<file path="src/rtl/trb_pkg.sv">
package trb_pkg;
    // ----------------------------------------------------------------
    // bus widths and fields
    // ----------------------------------------------------------------
    localparam int TBUS_W = 40;
    localparam int TAG_W = 20;
    localparam int IDX_W = 11;
    localparam int FN_W = 4;
    localparam int IDX_LSB = 9;
    localparam int TAG_LSB = 20;
    localparam logic [3:0] FN_IDLE = 4'h0;
    localparam logic [3:0] FN_EVEN_RD = 4'h5;
    localparam logic [3:0] FN_ODD_RD = 4'h6;
    localparam logic [3:0] FN_STATE_WR = 4'h9;
    // state write word layout on the tag bus
    localparam int WR_DIRTY_BIT = 39;
    localparam int WR_SYN_EN_BIT = 38;
    localparam int WR_SEC_EN_LSB = 34;
    localparam int SYN_LSB = 30;
    localparam int STATE_LSB = 22;
    // ----------------------------------------------------------------
    // pipeline stage positions
    // ----------------------------------------------------------------
    localparam int DEV_PIPE = 6;
    localparam int DEV_PIN_STG = 1;
    localparam int DEV_SMP_STG = 3;
    localparam int DEV_EARLY_STG = 4;
    localparam int DEV_RET_STG = 5;
    localparam int CC_PIPE = 7;
    localparam int CC_STATE_READ_SELECT_STG = 1;
    localparam int CC_SET_STG = 2;
    localparam int CC_WE_STG = 2;
    localparam int CC_OE_STG = 3;
    localparam int CC_DROP_STG = 6;
    // ----------------------------------------------------------------
    // controller register map and fields
    // ----------------------------------------------------------------
    localparam int ADDR_W = 8;
    localparam logic [7:0] REG_CMD = 8'h00;
    localparam logic [7:0] REG_WDATA = 8'h04;
    localparam logic [7:0] REG_STATUS = 8'h08;
    localparam logic [7:0] REG_RD_LO = 8'h0C;
    localparam logic [7:0] REG_RD_HI = 8'h10;
    localparam int CMD_SET_LSB = 11;
    localparam int CMD_KIND_LSB = 13;
    localparam int CMD_ODD_BIT = 15;
    localparam int CMD_DIRTY2_BIT = 16;
    localparam int WD_DIRTY = 0;
    localparam int WD_SYN_EN = 1;
    localparam int WD_SEC_EN_LSB = 2;
    localparam int WD_SYN_LSB = 6;
    localparam int WD_STATE_LSB = 10;
    localparam int WD_W = 18;
    localparam int ST_READY = 0;
    localparam int ST_DONE = 1;
    localparam int ST_REFUSED = 2;
    localparam int ST_BUS_LSB = 3;

    typedef enum logic [1:0] {TRB_TAG_RD, TRB_STATE_RD, TRB_STATE_WR, TRB_KIND_RSV} trb_kind_t;
    typedef enum logic [1:0] {TRB_CC_OWN, TRB_RELEASE, TRB_CPU_OWN, TRB_TURNAROUND} trb_bus_t;

    // tag bus 39:22 to tag ram 17:0, tag bus 21:20 to tag ram 19:18
    function automatic logic [19:0] tbus_to_tram(input logic [39:0] b);
        return {b[21:20], b[39:22]};
    endfunction

    function automatic logic [39:0] tram_to_tbus(input logic [19:0] t);
        return {t[17:0], t[19:18], 20'h00000};
    endfunction
endpackage

</file>
<file path="src/rtl/trb_if.sv">
`timescale 1ns/1ps
interface trb_if;
    logic [trb_pkg::TBUS_W-1:0] tbus_cc;
    logic tbus_cc_oe;
    logic [trb_pkg::FN_W-1:0] func;
    logic [trb_pkg::TBUS_W-1:0] tbus_cpu;
    logic tbus_cpu_oe;
    logic controller_bus_request_n;
    logic cpu_bus_release_n;
    logic [1:0] set_select_lines;
    logic state_read_select_n;
    logic tag_write_strobe_n;
    logic state_write_strobe_n;
    logic tram_oe_n;

    modport cc (
        output tbus_cc, tbus_cc_oe, func, controller_bus_request_n,
        output set_select_lines, state_read_select_n, tag_write_strobe_n,
        output state_write_strobe_n, tram_oe_n,
        input tbus_cpu, tbus_cpu_oe, cpu_bus_release_n
    );
    modport cpu (
        input tbus_cc, tbus_cc_oe, func, controller_bus_request_n,
        output tbus_cpu, tbus_cpu_oe, cpu_bus_release_n
    );
endinterface

</file>
<file path="src/rtl/trb_cc_end.sv">
`timescale 1ns/1ps
// What this block does
// - code 6h means odd tag ram read
// - controller alone picks tag or state read
// - index clock 1, set select clock 3
// - tag read keeps state-read select off
// - ram output enable clock 4, data clock 5
// - cpu returns tag data in clock 8
// - controller drops request clock 7, bus floats
// - cpu owns and drives bus clock 8
// - cpu release clock 9, turnaround, controller again
// - new operation needs an idle pipeline, except a tag read one clock after a lone tag read
// - back-to-back reads return clocks 7, 9
// - state write: state strobe, tag strobe off
// - write bits 39..34: dirty, synonym, sector enables
// - write bits 33:30 synonym, states, index 19:9
// - ram line four sets; one set returned
// - no leaving controller ownership during state write
// - dirty read: index driven two clocks
// - state read: select clock 3, set clock 4
// - cpu floats tag pins; enable clock 5, data 6
// - state data clock 9, release clock 10
// - twenty bits in, forty bits returned
// - state return layout: dirty, synonym, sector states
// - code 5h means even tag ram read
module trb_cc_end (
    input wire logic mclk,
    input wire logic rst_n,
    input wire logic ce,
    trb_if.cc bus,
    input wire logic [trb_pkg::ADDR_W-1:0] addr,
    input wire logic [31:0] wdata,
    input wire logic wr,
    input wire logic rd,
    output logic [31:0] rdata
);
    // ----------------------------------------------------------------
    // state
    // ----------------------------------------------------------------
    logic [trb_pkg::CC_PIPE-1:0] cp_v, cp_lead;
    trb_pkg::trb_kind_t cp_kind [trb_pkg::CC_PIPE];
    logic [1:0] cp_set [trb_pkg::CC_PIPE];
    logic [39:0] bus_q;
    logic [3:0] func_q;
    logic rep_q;
    logic [trb_pkg::WD_W-1:0] wd_q;
    logic [39:0] cap_q;
    logic done_q;
    logic refused_q;
    logic [31:0] rdata_q;
    logic [31:0] rd_mux;
    trb_pkg::trb_bus_t st_q, st_d;

    // ----------------------------------------------------------------
    // helpers
    // ----------------------------------------------------------------
    // live read at a pipeline stage, lead copy of a dirty read excluded
    function automatic logic is_rd(input logic v, input logic lead,
            input trb_pkg::trb_kind_t kind);
        return v && !lead && kind != trb_pkg::TRB_STATE_WR;
    endfunction

    // live read flags by stage, re-evaluated whenever the pipeline moves
    logic [trb_pkg::CC_PIPE-1:0] live_rd;
    always_comb begin
        for (int k = 0; k < trb_pkg::CC_PIPE; k++) begin
            live_rd[k] = is_rd(cp_v[k], cp_lead[k], cp_kind[k]);
        end
    end

    // state write word from the write-data register
    function automatic logic [39:0] build_wr(input logic [trb_pkg::WD_W-1:0] w,
            input logic [10:0] idx);
        logic [39:0] b;
        b = 40'h00000_00000;
        b[trb_pkg::WR_DIRTY_BIT] = w[trb_pkg::WD_DIRTY];
        b[trb_pkg::WR_SYN_EN_BIT] = w[trb_pkg::WD_SYN_EN];
        b[trb_pkg::WR_SEC_EN_LSB +: 4] = w[trb_pkg::WD_SEC_EN_LSB +: 4];
        b[trb_pkg::SYN_LSB +: 4] = w[trb_pkg::WD_SYN_LSB +: 4];
        b[trb_pkg::STATE_LSB +: 8] = w[trb_pkg::WD_STATE_LSB +: 8];
        b[trb_pkg::IDX_LSB +: trb_pkg::IDX_W] = idx;
        return b;
    endfunction

    // ----------------------------------------------------------------
    // register decode
    // ----------------------------------------------------------------
    wire sel_cmd = addr == trb_pkg::REG_CMD;
    wire sel_wd = addr == trb_pkg::REG_WDATA;
    wire sel_st = addr == trb_pkg::REG_STATUS;
    wire sel_lo = addr == trb_pkg::REG_RD_LO;
    wire sel_hi = addr == trb_pkg::REG_RD_HI;
    wire [10:0] c_idx = wdata[trb_pkg::IDX_W-1:0];
    wire [1:0] c_set = wdata[trb_pkg::CMD_SET_LSB +: 2];
    wire [1:0] c_kind_raw = wdata[trb_pkg::CMD_KIND_LSB +: 2];
    trb_pkg::trb_kind_t c_kind;
    assign c_kind = trb_pkg::trb_kind_t'(c_kind_raw);
    wire c_odd = wdata[trb_pkg::CMD_ODD_BIT];
    wire c_dirty2 = wdata[trb_pkg::CMD_DIRTY2_BIT];

    // ----------------------------------------------------------------
    // acceptance and bus hand-off
    // ----------------------------------------------------------------
    // request dropped the clock before the cpu returns data
    wire drop = live_rd[trb_pkg::CC_DROP_STG]
        || (live_rd[trb_pkg::CC_DROP_STG-1] && live_rd[trb_pkg::CC_DROP_STG-2]);
    wire own = st_q == trb_pkg::TRB_CC_OWN && !drop;
    // a second tag read may follow a lone tag read one clock later
    wire pair_ok = cp_v == 7'h01 && cp_kind[0] == trb_pkg::TRB_TAG_RD && !cp_lead[0]
        && c_kind == trb_pkg::TRB_TAG_RD;
    // state reads and writes need an idle pipeline, nothing may cut in
    wire ready = own && !rep_q && (cp_v == 7'h00 || pair_ok);
    wire cmd_wr = wr && sel_cmd;
    wire launch = cmd_wr && c_kind != trb_pkg::TRB_KIND_RSV && ready;
    wire refuse = cmd_wr && !launch;
    wire [3:0] c_func = c_kind == trb_pkg::TRB_STATE_WR ? trb_pkg::FN_STATE_WR
        : c_odd ? trb_pkg::FN_ODD_RD : trb_pkg::FN_EVEN_RD;
    wire [39:0] c_word = c_kind == trb_pkg::TRB_STATE_WR ? build_wr(wd_q, c_idx)
        : {20'h00000, c_idx, 9'h000};

    // bus ownership sequence
    always_comb begin
        st_d = st_q;
        case (st_q)
            trb_pkg::TRB_CC_OWN: begin
                if (drop) begin
                    st_d = trb_pkg::TRB_RELEASE;
                end
            end
            trb_pkg::TRB_RELEASE: begin
                st_d = trb_pkg::TRB_CPU_OWN;
            end
            trb_pkg::TRB_CPU_OWN: begin
                if (!bus.cpu_bus_release_n) begin
                    st_d = trb_pkg::TRB_TURNAROUND;
                end
            end
            trb_pkg::TRB_TURNAROUND: begin
                st_d = trb_pkg::TRB_CC_OWN;
            end
            default: begin
                st_d = trb_pkg::TRB_CC_OWN;
            end
        endcase
    end

    // ----------------------------------------------------------------
    // operation pipeline, entry k is k+1 clocks after issue
    // ----------------------------------------------------------------
    always_ff @(posedge mclk) begin
        if (!rst_n) begin
            cp_v <= '0;
            cp_lead <= '0;
            rep_q <= 1'b0;
            st_q <= trb_pkg::TRB_CC_OWN;
        end else if (ce) begin
            cp_v <= {cp_v[trb_pkg::CC_PIPE-2:0], launch || rep_q};
            cp_lead <= {cp_lead[trb_pkg::CC_PIPE-2:0], launch && c_dirty2};
            // dirty state read repeats its index one more clock
            rep_q <= launch && c_kind == trb_pkg::TRB_STATE_RD && c_dirty2;
            st_q <= st_d;
        end
    end

    // entry fields; a repeat keeps stage 0 as it is
    always_ff @(posedge mclk) begin
        if (ce) begin
            cp_kind[0] <= launch ? c_kind : cp_kind[0];
            cp_set[0] <= launch ? c_set : cp_set[0];
            for (int k = 1; k < trb_pkg::CC_PIPE; k++) begin
                cp_kind[k] <= cp_kind[k-1];
                cp_set[k] <= cp_set[k-1];
            end
            if (launch) begin
                bus_q <= c_word;
                func_q <= c_func;
            end
        end
    end

    // ----------------------------------------------------------------
    // software registers
    // ----------------------------------------------------------------
    always_ff @(posedge mclk) begin
        if (!rst_n) begin
            wd_q <= '0;
            done_q <= 1'b0;
            refused_q <= 1'b0;
            cap_q <= 40'h00000_00000;
            rdata_q <= 32'h0000_0000;
        end else if (ce) begin
            if (wr && sel_wd) begin
                wd_q <= wdata[trb_pkg::WD_W-1:0];
            end
            if (bus.tbus_cpu_oe) begin
                cap_q <= bus.tbus_cpu;
            end
            // a new event wins over the clear-on-read
            done_q <= bus.tbus_cpu_oe || (done_q && !(rd && sel_st));
            refused_q <= refuse || (refused_q && !(rd && sel_st));
            rdata_q <= rd ? rd_mux : 32'h0000_0000;
        end
    end

    // read selection, unmapped addresses read zero
    assign rd_mux = sel_wd ? {14'h0000, wd_q}
        : sel_st ? {27'h0000000, st_q, refused_q, done_q, ready}
        : sel_lo ? cap_q[31:0]
        : sel_hi ? {24'h000000, cap_q[39:32]}
        : 32'h0000_0000;
    assign rdata = rdata_q;

    // ----------------------------------------------------------------
    // tag bus and hard-wired tag ram controls
    // ----------------------------------------------------------------
    assign bus.tbus_cc = cp_v[0] ? bus_q : 40'h00000_00000;
    assign bus.func = cp_v[0] ? func_q : trb_pkg::FN_IDLE;
    assign bus.tbus_cc_oe = own;
    assign bus.controller_bus_request_n = !own;
    // set select two clocks after the index of the timed copy
    assign bus.set_select_lines = cp_v[trb_pkg::CC_SET_STG] && !cp_lead[trb_pkg::CC_SET_STG]
        ? cp_set[trb_pkg::CC_SET_STG] : 2'h0;
    // state read select low only for state reads
    assign bus.state_read_select_n = !(live_rd[trb_pkg::CC_STATE_READ_SELECT_STG]
        && cp_kind[trb_pkg::CC_STATE_READ_SELECT_STG] == trb_pkg::TRB_STATE_RD);
    // ram output enable, data follows one clock later
    assign bus.tram_oe_n = !live_rd[trb_pkg::CC_OE_STG];
    // only state writes issue here, the tag strobe stays off
    assign bus.tag_write_strobe_n = 1'b1;
    assign bus.state_write_strobe_n = !(cp_v[trb_pkg::CC_WE_STG]
        && cp_kind[trb_pkg::CC_WE_STG] == trb_pkg::TRB_STATE_WR);
endmodule

</file>
<file path="src/flat_wrapper.sv">
// flat-port wrapper written by rule: the top's interface ports become plain ports
module trb_cc_end_flat 
  (mclk, rst_n, ce, addr, wdata, wr, rd, rdata, bus_tbus_cc, bus_tbus_cc_oe, bus_func, bus_controller_bus_request_n, bus_set_select_lines, bus_state_read_select_n, bus_tag_write_strobe_n, bus_state_write_strobe_n, bus_tram_oe_n, bus_tbus_cpu, bus_tbus_cpu_oe, bus_cpu_bus_release_n);
  trb_if bus_i ();
  input wire logic mclk;
  input wire logic rst_n;
  input wire logic ce;
  input wire logic [trb_pkg::ADDR_W-1:0] addr;
  input wire logic [31:0] wdata;
  input wire logic wr;
  input wire logic rd;
  output logic [31:0] rdata;
  output wire logic [$bits(bus_i.tbus_cc)-1:0] bus_tbus_cc;
  output wire logic [$bits(bus_i.tbus_cc_oe)-1:0] bus_tbus_cc_oe;
  output wire logic [$bits(bus_i.func)-1:0] bus_func;
  output wire logic [$bits(bus_i.controller_bus_request_n)-1:0] bus_controller_bus_request_n;
  output wire logic [$bits(bus_i.set_select_lines)-1:0] bus_set_select_lines;
  output wire logic [$bits(bus_i.state_read_select_n)-1:0] bus_state_read_select_n;
  output wire logic [$bits(bus_i.tag_write_strobe_n)-1:0] bus_tag_write_strobe_n;
  output wire logic [$bits(bus_i.state_write_strobe_n)-1:0] bus_state_write_strobe_n;
  output wire logic [$bits(bus_i.tram_oe_n)-1:0] bus_tram_oe_n;
  input wire logic [$bits(bus_i.tbus_cpu)-1:0] bus_tbus_cpu;
  input wire logic [$bits(bus_i.tbus_cpu_oe)-1:0] bus_tbus_cpu_oe;
  input wire logic [$bits(bus_i.cpu_bus_release_n)-1:0] bus_cpu_bus_release_n;
  assign bus_tbus_cc = bus_i.tbus_cc;
  assign bus_tbus_cc_oe = bus_i.tbus_cc_oe;
  assign bus_func = bus_i.func;
  assign bus_controller_bus_request_n = bus_i.controller_bus_request_n;
  assign bus_set_select_lines = bus_i.set_select_lines;
  assign bus_state_read_select_n = bus_i.state_read_select_n;
  assign bus_tag_write_strobe_n = bus_i.tag_write_strobe_n;
  assign bus_state_write_strobe_n = bus_i.state_write_strobe_n;
  assign bus_tram_oe_n = bus_i.tram_oe_n;
  assign bus_i.tbus_cpu = bus_tbus_cpu;
  assign bus_i.tbus_cpu_oe = bus_tbus_cpu_oe;
  assign bus_i.cpu_bus_release_n = bus_cpu_bus_release_n;
  trb_cc_end u_core (.mclk(mclk), .rst_n(rst_n), .ce(ce), .bus(bus_i), .addr(addr), .wdata(wdata), .wr(wr), .rd(rd), .rdata(rdata));
endmodule
</file>
<file path="config.mk">
export PLATFORM = sky130hd
export DESIGN_NAME = trb_cc_end_flat
export DESIGN_NICKNAME = d
export VERILOG_FILES = /design/src/rtl/trb_pkg.sv /design/src/rtl/trb_if.sv /design/src/rtl/trb_cc_end.sv /design/src/flat_wrapper.sv
export SDC_FILE = /design/constraint.sdc
export NUM_CORES = 1
export LEC_CHECK = 0
export BUFFER_PORTS_ARGS = -buffer_cell sky130_fd_sc_hd__buf_4
export CAP_MARGIN = 25
export CORE_MARGIN = 2
export CORE_UTILIZATION = 52
export CTS_CLUSTER_DIAMETER = 60
export DETAILED_ROUTE_END_ITERATION = 8
export PLACE_DENSITY = 0.79
export SLEW_MARGIN = 20
export SYNTH_ARGS = -nofsm -noshare
export SYNTH_HDL_FRONTEND = slang
export SYNTH_SLANG_ARGS = --single-unit
export TNS_END_PERCENT = 1
</file>
<file path="constraint.sdc">
create_clock -name mclk -period 3.4 [get_ports mclk]
set_clock_uncertainty 0.2 [all_clocks]
set_input_delay 0.34 -clock mclk [delete_from_list [all_inputs] [get_ports mclk]]
set_output_delay 0.34 -clock mclk [all_outputs]
set_load 0.05 [all_outputs]
</file>
[Word level (Yosys, flattened, before mapping)]
Memories as Yosys holds them, arrays and structs flattened.
Index checks and enable logic that the tools add are counted.
Operators by class
  reduce and logical (&&, ||, !) cells: 60
  equal/unequal tests: 20
  mux-type cells: 16
Operator list (count)
  $mux 32: 4
  $mux 40: 1
  $logic_and 1x1->1: 31
  $eq 8x4->1 const B: 2
  $logic_not 1->1: 15
  $ne 2x2->1 const B: 7
  $mux 2: 6
  $eq 2x2->1 const B: 4
  $eq 8x3->1 const B: 1
  $eq 8x5->1 const B: 1
  $logic_not 8->1: 1
  $mux 8: 1
  $pmux 2 s4: 1
  $eq 7x1->1 const B: 1
  $logic_not 7->1: 1
  $eq 2x1->1 const B: 3
  $logic_not 2->1: 3
  $reduce_and 2->1: 3
  $logic_or 1x1->1: 5
  $mux 4: 1
  $reduce_and 3->1: 1
  $mux 1: 2
  $ne 2x1->1 const B: 1
Word-level totals
  flip-flop bits (word level): 153
  RAM bits: 28
  output and inout bits: 84
  memories: 2
  word-level logic and storage cells: 110
Memories
  u_core.cp_kind: words 7, bits a word 2, read ports 7, clocked after Yosys merged registers in 0, write ports 7, line trb_cc_end.sv:41  | trb_pkg::trb_kind_t cp_kind [trb_pkg::CC_PIPE];
  u_core.cp_set: words 7, bits a word 2, read ports 6, clocked after Yosys merged registers in 0, write ports 7, line trb_cc_end.sv:42  | logic [1:0] cp_set [trb_pkg::CC_PIPE];

[Depth between registers and ports, before layout]
Gate-level depths: netlist (run 1).
  depth in word-level cells: 13
  mapped depth: 7
  gate-level depth less buffers: 6

[Least setup slack after synthesis (run 1)]
OpenSTA, ideal clock, no wires.
  kind: reg-to-reg
  from: register u_core.st_q[0]
  to: register u_core.bus_q[10], enable pin
  data arrival time: 2.482 ns
  setup time: 0.398 ns
  setup slack: 0.320 ns
  cell stages (with the launch flop): 7
  period minus slack after synthesis: 3.080 ns
  cell sequence: dfxtp_1 inv_1 ha_1 o21ai_0 nand2b_1 a2111oi_0 and3_1
Between the ends
  cells in the longest elaborated chain, start to end: 6
RTL lines
  from (decl): line trb_cc_end.sv:52  | trb_pkg::trb_bus_t st_q, st_d;
  from (signal assigned): line trb_cc_end.sv:155  | st_q <= trb_pkg::TRB_CC_OWN;
  from (signal assigned): line trb_cc_end.sv:161  | st_q <= st_d;
  $logic_not 2->1: line trb_cc_end.sv:107  | wire own = st_q == trb_pkg::TRB_CC_OWN && !drop;
  $logic_and 1x1->1: line trb_cc_end.sv:107
  $logic_and 1x1->1 (2 in series): line trb_cc_end.sv:112  | wire ready = own && !rep_q && (cp_v == 7'h00 || pair_ok);
  $logic_and 1x1->1: line trb_cc_end.sv:114  | wire launch = cmd_wr && c_kind != trb_pkg::TRB_KIND_RSV && ready;
  $reduce_and 2->1 (no line)
  to (signal assigned): line trb_cc_end.sv:175  | bus_q <= c_word;
  to (decl): line trb_cc_end.sv:43  | logic [39:0] bus_q;
No other way between the ends.
A chain may end at the register's enable or synchronous reset.

[Worst setup path after layout (run 1)]
  from: input port wdata[13]
  to: register u_core.bus_q[29], enable pin
Between the ends
  cells in the longest elaborated chain, start to end: 6
  elaborated cells between the ends (all ways): 8
  those cells by class: eq/ne: 1; reduce/logical: 7
RTL lines
  from (decl): line flat_wrapper.sv:9  | input wire logic [31:0] wdata;
  $logic_not 2->1: line trb_cc_end.sv:110  | && c_kind == trb_pkg::TRB_TAG_RD;
  $logic_and 1x1->1: line trb_cc_end.sv:110
  $logic_or 1x1->1: line trb_cc_end.sv:112
  $logic_and 1x1->1: line trb_cc_end.sv:112
  $logic_and 1x1->1 (*): line trb_cc_end.sv:114
  $reduce_and 2->1 (no line) (*)
Every way passes the cells marked *; elsewhere a longest branch is shown, timed or not.

==> impl_metrics.ini, run 1 <==
[floorplanning]
core.rowCount = 40
chipWidth_um = 114.2
io_pins = 171
initial_utilization = 0.5283
core-area_um2 = 11960
die_area_um2 = 13050
floorplan.die.height_um = 114.2

[power_and_ir_drop]
seq_power_share = 0.492
p_switching_uw = 904.8
comb_power_share = 0.077
pwr_density_nw_per_um2 = 485.2
irDropWorstVdd_mv = 0.3037
p_leak_uw = 0.003565
power.clock.fraction = 0.432
total_power_uw = 4164
sw_frac_of_total = 0.2173
internal_power_of_the_cells_uw = 3259

[global_route]
number_of_antenna_violations_at_the_first_check_in_global_routing = 0
pin_count_of_the_biggest_net_entering_global_routing = 51
gr-total-overflow = 0
via_count_of_the_first_global_routing_pass = 5237
first_pass_grt_wire_length_um = 25560
grt_use_total = 0.2551

[synthesis]
synth_sequential_area_ratio = 0.5971
yosysWarnings = 0
yosys.area_share.xor_xnor = 0
synth.top_cells.by_count = nand2_1 (153), dfxtp_1 (109), a21oi_1 (65)
synth.area.top_cells = dfxtp_1 (35%), edfxtp_1 (25%), nand2_1 (9.1%)
syn_avg_cell_area_um2 = 9.921
synth_edf_count = 53
yosysTopAreaCell = dfxtp_1
yosysMostFrequentCell = nand2_1
synth.ff_latch_count = 162
synth_area_um2 = 6320
cell_count_after_synthesis = 637
synth_top_family_by_area = simple AND/OR/NAND/NOR gates
synth-simple-area-share = 0.2079
ys_types = 45
yosys.area.top_type_share = 0.3453
postSynth.asyncResetShare = 0
synth_mux_area_frac = 0.02059
synth_ff_type = dfxtp_1
synth_compound_gate_area_share = 0.1227
synth_fa_ha_area_frac = 0.005939

[clocking]
deepest_level_of_the_cts_h_tree = 4
cts.sink_count = 162
clk_pin_slew_ns = 0.06
clk_root_buffer_cell = clkbuf_16
cts_tree = built
worst_skew_pair.late_latency_ns = 0.42
cts_max_path_buffers = 2
cts-resized-gates = 0
cts-buffers-inserted = 17

[cells_and_area]
layout-drive-gt1-share = 0.2253
finish.utilization = 0.7174
area.growth.synth_to_final_pct = 35.78
antennaDiodeCount = 0
multi_input_comb_area_um2 = 2305
fillCellCount = 861
final_net_count = 916
area.sequential_um2 = 3774

[worst_setup_path]
crit_path_max_fanout = 37
cp_data_required_time_ns = 3.26
cpMaxStageDelayCell = dlygate4sd3_1
crit_type = in -> reg
critPathCaptureType = flip-flop
crit_chain = dlygate4sd3_1 > buf_4 > or4_1 > o21a_1 > a2111oi_0 > and3_1 > buf_4
cp_data_arrival_time_ns = 2.71
path_delay_family = buffers and inverters
critPathMostFrequentCell = buf_4
setup.worst_path.start_class = primary input
critical_path.max_stage_delay_ns = 0.56
worst-path-buf-inv = 3

[routing]
drt_drc_violations_left = 0
drt.antenna.violating_nets = 0
average_wire_per_standard_cell_um = 16.59
avgViaCountPerCell = 5.400
total_length_of_routed_wires_um = 16360
dr.first_iter.drc_count = 329
vias = 5324
firstDrtPassIters = 5

[sta]
fin_tns_setup_ns = 0
slew_violations = 0
setup_viol = 0
grt_setup_unrepaired = no
slew_headroom = 0.3332
timing.final.crit_period_ns = 2.847
timing.fmax_mhz = 351.2
hold_violations = 0
hold_slack_ns = 0.05001
final.period_utilization = 0.8375
setup_slack_ns = 0.5526
tightestPinTransition_ns = 0.9911

[outcome]
result_of_the_run = completed

[placed_design]
placement.io_buffers = 144
dp_slack_ns = 0.6962
hpwl_um = 10470
gpl.final_weighted_congestion = 0.8123

[flow_run]
cap_viol_max_count = 0

[min_path]
hold_class = in -> reg
==> layout make-up <==
type,instances,share of cell area
flip-flops and latches,162,0.4398
multi-input cells,425,0.2686
clock buffers,27,0.05906
inverters,10,0.004374
clock inverters,5,0.006124
repair buffers,210,0.2006
well taps,147,0.02143
==> cells by family (layout without fill, tap and decap cells) <==
family	count (synthesis)	after routing
simple gates	272	272
flops	162	162
compound gates	125	125
buf+inv	60	252
mux	13	13
fa+ha+maj	3	3
other cells	2	12
==> final timing paths <==
check	from	end	slack [ns]	cells after the start
max	wdata[13]	u_core.bus_q[29]	0.55	7
min	rst_n	u_core.done_q	0.05	3
max reg2reg	u_core.cp_lead[4]	u_core.bus_q[29]	0.87	6
min reg2reg	u_core.cp_set[0][1]	u_core.cp_set[1][1]	0.22	0
==> timing repair <==
action,in CTS,in global routing
hold buffers,58,0
endpoints found under the hold margin,70,0
setup buffers,0,0
==> placed cells by master, fill, tap and decap left out, types with 2 or more instances in the layout <==
master	synthesis	final
edfxtp_1	53	53
and3_1	3	3
clkbuf_16	0	17
a32o_1	4	4
a22o_1	16	16
and3b_1	3	3
a22oi_1	17	17
ha_1	3	3
nor3_1	3	3
clkbuf_1	29	5
clkinv_2	0	3
clkbuf_8	0	4
nand2_1	153	153
nand3b_1	2	2
o22ai_1	4	4
dlygate4sd3_1	0	58
nor3b_1	2	2
nor4_1	4	4
and2b_2	2	2
dfxtp_1	109	109
nand3_1	8	8
nand2b_1	9	9
o21ai_0	12	12
buf_4	14	152
mux2i_1	13	13
inv_1	10	9
nor2_1	17	16
and2_1	52	52
a21oi_1	65	65
conb_1	2	12
nor2b_1	5	5
==> metrics by stage <==
step | instance area [um2] | instances
floorplan | 6357 | 647
global placement | 7441 | 896
detailed placement | 7441 | 896
CTS | 8581 | 986
global route | 8581 | 986
finish | 8581 | 986
==> metal layers <==
layer	wire length, um	share of wire	GRT usage
met5	0	0	0
met1	6622	0.40	0.3031
met4	277	0.017	0.09756
met3	1116	0.068	0.06406
met2	8346	0.51	0.4460
==> sequential cells by signal, indices dropped and copies added (netlist names) <==
signal / count
u_core.cap_q: 40
u_core.rdata: 32
u_core.bus_q: 29
u_core.wd_q: 18
u_core.cp_kind: 14
u_core.cp_lead: 7
u_core.cp_v: 7
u_core.cp_set: 6
u_core.func_q: 4
u_core.st_q: 2
u_core.done_q: 1
u_core.refused_q: 1
u_core.rep_q: 1
==> power groups by stage <==
stage	Combinational [uW]	Sequential, uW	Clock, uW
floorplan	161	2080	0
global placement	252	2090	0
detailed placement	258	2090	0
CTS	314	2050	1820
global route	342	2050	1910
finish	319	2050	1800
==> worst reg2reg max path: cells and delay by family (launching register included) <==
kind | cells | cell delay, ns
AND/OR/NAND/NOR | 3 | 0.67
AO/OA/AOI/OAI | 2 | 0.48
buffers and inverters | 1 | 0.41
flip-flops | 1 | 0.40
Note: power is estimated with default switching activity, not from simulation.
==> run 2, diff against run 1 <==
--- a/config.mk
+++ b/config.mk
@@ -8,10 +8,10 @@
 export BUFFER_PORTS_ARGS = -buffer_cell sky130_fd_sc_hd__buf_4
 export CAP_MARGIN = 25
 export CORE_MARGIN = 2
-export CORE_UTILIZATION = 52
+export CORE_UTILIZATION = 47
 export CTS_CLUSTER_DIAMETER = 60
 export DETAILED_ROUTE_END_ITERATION = 8
-export PLACE_DENSITY = 0.79
+export PLACE_DENSITY = 0.76
 export SLEW_MARGIN = 20
 export SYNTH_ARGS = -nofsm -noshare
 export SYNTH_HDL_FRONTEND = slang
==> constraint.sdc (replaced) <==
create_clock -name mclk -period 2.5 [get_ports mclk]
set_clock_uncertainty 0.2 [all_clocks]
set_input_delay 0.25 -clock mclk [delete_from_list [all_inputs] [get_ports mclk]]
set_output_delay 0.25 -clock mclk [all_outputs]
set_load 0.05 [all_outputs]
==> run 2 against run 1 <==
  * Highest routed layer unchanged
  * Power up 39%
  * Utilization down 5.1 points
  * Cell count up 4.2%
  * Critical path type is now reg -> reg
  * Final area up 2.4%
  * Critical path depth down 2
==> impl_metrics.ini, run 2 (same netlist as run 1, synthesis figures left out) <==
[cells_and_area]
layoutNonFillerInstCount = 1027
area.growth.synth_to_final_pct = 39.06
layout-drive-gt1-share = 0.2385
fillCellCount = 1007
final_net_count = 928
most_frequent_standard_cell_in_the_layout_excluding_fill_and_tap_cells = buf_4
number_of_flip_flops_in_the_largest_register = 40
postLayoutCellArea_um2 = 8788
antennaDiodeCount = 0
regMostFlops = u_core.cap_q
layout.cells.most_common_list = buf_4 (159), nand2_1 (153), dfxtp_1 (109)

[clocking]
deepest_level_of_the_cts_h_tree = 4
postCtsSetupBuffers = 0
clk_root_buffer_cell = clkbuf_16
cts.sink_count = 162
worst_skew_pair.late_latency_ns = 0.42
cts_max_path_buffers = 2
clk_pin_slew_ns = 0.06
cts-buffers-inserted = 17
cts_tree = built

[outcome]
result_of_the_run = completed

[power_and_ir_drop]
p_leak_uw = 0.003628
pwr_density_nw_per_um2 = 657.2
irDropWorstVdd_mv = 0.4944

[sta]
timing.final.crit_period_ns = 2.396
slew_headroom = 0.5476
timing.fmax_mhz = 417.4
hold_violations = 0
slew_violations = 0
setup_viol = 0
grt_setup_unrepaired = no
final.period_utilization = 0.9583
hold_slack_ns = 0.03204
tightestPinTransition_ns = 0.6786

[floorplanning]
die_area_um2 = 14390
core-area_um2 = 13190
chipWidth_um = 120.0
core.rowCount = 42
initial_utilization = 0.4791
io_pins = 171
floorplan.die.height_um = 120.0

[routing]
average_wire_per_standard_cell_um = 15.78
vias = 5283
avgViaCountPerCell = 5.144
drt_drc_violations_left = 0
drt.antenna.violating_nets = 0
dr.first_iter.drc_count = 356
total_length_of_routed_wires_um = 16200
firstDrtPassIters = 5

[worst_setup_path]
cp_data_arrival_time_ns = 2.32
cp_data_required_time_ns = 2.43
crit_path_max_fanout = 19
setup.worst_path.start_class = flip-flop
crit_type = reg -> reg
worst_setup_path_startpoint = u_core.cp_lead[0]
timing.rr.start = u_core.cp_lead[0]
critPathCaptureType = flip-flop

[global_route]
via_count_of_the_first_global_routing_pass = 5271
grt_use_total = 0.2298
gr-total-overflow = 0
first_pass_grt_wire_length_um = 25800
number_of_antenna_violations_at_the_first_check_in_global_routing = 0
pin_count_of_the_biggest_net_entering_global_routing = 62

[min_path]
hold_class = in -> reg
timing.hold.worst.start = rd

[placed_design]
hpwl_um = 10360
place_area_um2 = 7597
placement.io_buffers = 144
gpl.final_weighted_congestion = 0.7976
placed_cells_incl_taps = 935

[flow_run]
cap_viol_max_count = 0
-- run 2: cell count changes in the layout (fill, tap and decap cells not counted), sizes merged --
cell | before | now
clkbuf | 27 | 20
clkinvlp | 1 | 4
dlygate4sd3 | 58 | 60
inv | 10 | 11
bufinv | 1 | 2
clkinv | 3 | 5
buf | 152 | 162
-- run 2: timing repair --
| item | in CTS | in global routing |
|---|---|---|
| hold buffers | 60 | 0 |
| endpoints found under the hold margin | 76 | 0 |
| endpoints found under the setup margin | 0 | 37 |
| resized for setup | 0 | 1 |
-- run 2: final timing paths --
check,cells past startpoint,endpoint,slack (ns)
max,5,u_core.bus_q[31],0.10
min,4,u_core.refused_q,0.03
min reg2reg,0,u_core.cp_set[1][0],0.22
max reg2reg,5,u_core.bus_q[31],0.10
-- run 2: power by group --
part,total (uW),switching [uW],internal [uW]
Combinational,447,246,201
Clock,2550,1030,1520
Sequential,2780,23.6,2750
Total,5780,1300,4480
-- run 2: per-stage QoR --
stage / total power, uW / worst slack (ns) / TNS (ns) / utilization
floorplan: 3047 / 0.08730 / 0 / -
global placement: 3184 / 0.01424 / 0 / 0.5760
detailed placement: 3196 / -0.06070 / -2.011 / 0.5760
CTS: 5799 / 0.002678 / 0 / 0.6662
global route: 5953 / 0.02495 / 0 / 0.6663
finish: 5776 / 0.1043 / 0 / 0.6663
-- run 2: critical path, stage by stage (launching register included) --
cell and delay (ns):
dfxtp_1 0.33, or4_1 0.48, o21a_1 0.20, a2111oi_1 0.41
and3_4 0.31, buf_12 0.17
-- run 2: area by class of cell --
cell class | count | area, um2 | area share
clock buffers | 20 | 456.7 | 0.05196
clock inverters | 12 | 132.6 | 0.01509
inverters | 10 | 37.54 | 0.004271
multi-input cells | 425 | 2313 | 0.2632
flip-flops and latches | 162 | 3774 | 0.4294
well taps | 176 | 220.2 | 0.02506
repair buffers | 222 | 1854 | 0.2110
-- run 2: metal layers --
layer	routed length, um	GRT usage	part of all wire	up-vias
li1	-	-	-	2556
met1	6749	0.2711	0.42	2529
met2	8244	0.3935	0.51	180
met3	987	0.07747	0.061	18
met4	221	0.07426	0.014	0
met5	0	0	0	-
==> run 3, diff against run 2 <==
--- a/config.mk
+++ b/config.mk
@@ -5,13 +5,14 @@
 export SDC_FILE = /design/constraint.sdc
 export NUM_CORES = 1
 export LEC_CHECK = 0
-export BUFFER_PORTS_ARGS = -buffer_cell sky130_fd_sc_hd__buf_4
+export BUFFER_PORTS_ARGS = -buffer_cell sky130_fd_sc_hd__buf_2
 export CAP_MARGIN = 25
 export CORE_MARGIN = 2
-export CORE_UTILIZATION = 47
+export CORE_UTILIZATION = 56
 export CTS_CLUSTER_DIAMETER = 60
 export DETAILED_ROUTE_END_ITERATION = 8
-export PLACE_DENSITY = 0.76
+export HOLD_SLACK_MARGIN = 0.08
+export PLACE_DENSITY = 0.84
 export SLEW_MARGIN = 20
 export SYNTH_ARGS = -nofsm -noshare
 export SYNTH_HDL_FRONTEND = slang
==> constraint.sdc (replaced) <==
create_clock -name mclk -period 3 [get_ports mclk]
set_clock_uncertainty 0.2 [all_clocks]
set_input_delay 0.3 -clock mclk [delete_from_list [all_inputs] [get_ports mclk]]
set_output_delay 0.3 -clock mclk [all_outputs]
set_load 0.05 [all_outputs]
==> run 3 against run 2 <==
  * Combinational power decreased by 27%
  * First-iteration DRC count decreased by 21%
  * Sequential share of layout area increased by 2.6 points
  * Critical endpoint is now u_core.bus_q[26]
  * Critical path depth increased by 2
  * Wire length decreased by 1.9%
  * Sequential power decreased by 17%
  * Non-clock buffer count decreased by 6
==> impl_metrics.ini, run 3 (same netlist as run 1, synthesis figures left out) <==
[outcome]
result_of_the_run = completed

[placed_design]
gpl.final_weighted_congestion = 0.8386
placement.io_buffers = 144
hpwl_um = 10200
placed_cells_incl_taps = 891

[global_route]
globalRouteMet3Util = 0.05938
gr-total-overflow = 0
groute.layer.met1.usage = 0.3227
grt_busiest_layer = met2
pin_count_of_the_biggest_net_entering_global_routing = 60
via_count_of_the_first_global_routing_pass = 5100
number_of_antenna_violations_at_the_first_check_in_global_routing = 1
grt_use_total = 0.2676
first_pass_grt_wire_length_um = 24630
met2_usage = 0.4619

[floorplanning]
io_pins = 171
initial_utilization = 0.5779
floorplan.die.height_um = 110.2
core-area_um2 = 10940
die_area_um2 = 12150
core.rowCount = 38
chipWidth_um = 110.2

[flow_run]
cap_viol_max_count = 0

[routing]
vias = 5230
avgViaCountPerCell = 5.304
firstDrtPassIters = 6
dr.first_iter.drc_count = 280
drt.antenna.violating_nets = 0
average_wire_per_standard_cell_um = 16.13
drt_drc_violations_left = 0
total_length_of_routed_wires_um = 15900

[worst_setup_path]
cp_data_required_time_ns = 2.91
timing.rr.start = u_core.cp_lead[4]
r2r_setup_slack_ns = 0.67
crit_type = in -> reg
setup.worst_path.start_class = primary input
crit_path_max_fanout = 37
worst-r2r-cell-count = 6
critPathCaptureType = flip-flop
reg2reg_to = u_core.bus_q[26]
cp_data_arrival_time_ns = 2.53

[sta]
timing.fmax_mhz = 381.8
slew_violations = 0
fin_tns_setup_ns = 0
timing.final.crit_period_ns = 2.619
slew_headroom = 0.4141
grt_setup_unrepaired = no
tightestPinTransition_ns = 0.8776
final.period_utilization = 0.8730
hold_violations = 0
hold_slack_ns = 0.1185
setup_viol = 0

[clocking]
clk_pin_slew_ns = 0.06
cts_max_path_buffers = 2
clk_root_buffer_cell = clkbuf_16
deepest_level_of_the_cts_h_tree = 4
cts-buffers-inserted = 17
cts.sink_count = 162
worst_skew_pair.late_latency_ns = 0.42
cts-resized-gates = 0
cts_tree = built

[min_path]
min_to = u_core.rdata[0]
timing.hold.worst.start = addr[6]
hold_class = in -> reg
hold_depth = 3

[power_and_ir_drop]
irDropWorstVdd_mv = 0.3458
p_leak_uw = 0.003526
pwr_density_nw_per_um2 = 566.0

[cells_and_area]
most_frequent_standard_cell_in_the_layout_excluding_fill_and_tap_cells = nand2_1
regMostFlops = u_core.cap_q
area.sequential_um2 = 3774
layout.cells.most_common_list = nand2_1 (153), buf_2 (144), dfxtp_1 (109)
number_of_flip_flops_in_the_largest_register = 40
fillCellCount = 733
final_net_count = 922
layoutNonFillerInstCount = 986
multi_input_comb_area_um2 = 2306
area.growth.synth_to_final_pct = 31.02
finish.utilization = 0.7572
layout-drive-gt1-share = 0.2308
-- run 3: cell count changes in the layout (fill, tap and decap cells not counted), sizes merged --
| cell | delta |
|---|---|
| diode | +1 |
| dlygate4sd3 | +2 |
| bufinv | -1 |
| inv | +4 |
| buf | -8 |
| clkinvlp | -2 |
| clkinv | +2 |
| clkbuf | -3 |
-- run 3: stage by stage --
stage	total power [uW]	area (um2)	worst slack [ns]
detailed placement	2625	7101	0.4788
CTS	4698	8278	0.3689
finish	4687	8280	0.3810
floorplan	2539	6359	0.3081
global placement	2614	7101	0.4819
global route	4819	8280	0.2791
-- run 3: area by class of cell --
class                      instances  share of cell area
multi-input combinational        425              0.2785
clock buffer                      17             0.05138
clock inverter                    15             0.01587
inverter                          10            0.004533
sequential                       162              0.4557
antenna                            1           0.0003022
timing repair buffer             216              0.1726
tap                              140             0.02115
-- run 3: per-layer routing --
| layer | share of wire | vias to the layer above |
|---|---|---|
| li1 | - | 2550 |
| met5 | 0 | - |
| met1 | 0.40 | 2462 |
| met4 | 0.021 | 0 |
| met2 | 0.50 | 190 |
| met3 | 0.070 | 28 |
-- run 3: how the worst max path moves through the flow --
| stage | from | endpoint |
|---|---|---|
| floorplan | u_core.st_q[0] | u_core.bus_q[10] |
| global placement | addr[1] | u_core.bus_q[28] |
| detailed placement | wdata[13] | u_core.func_q[3] |
| CTS | wdata[13] | u_core.bus_q[26] |
| global route | wdata[13] | u_core.bus_q[26] |
| finish | wdata[13] | u_core.bus_q[26] |
-- run 3: what timing repair did --
action	4_1_cts	5_1_grt
hold buffers	62	0
endpoints found under the hold margin	79	0
buffers inserted	0	0
setup endpoints to repair	0	0
-- run 3: report_power, final --
| group | switching (uW) | internal [uW] | total, uW |
|---|---|---|---|
| Sequential | 24.0 | 2300 | 2320 |
| Clock | 891 | 1150 | 2040 |
| Combinational | 194 | 135 | 328 |
| Total | 1110 | 3580 | 4690 |
-- run 3: critical path, stage by stage --
cell and delay, ns:
dlygate4sd3_1 0.54, buf_2 0.16, or4_1 0.53, o21a_1 0.20, a2111oi_0 0.32, and3_2 0.26
buf_12 0.22
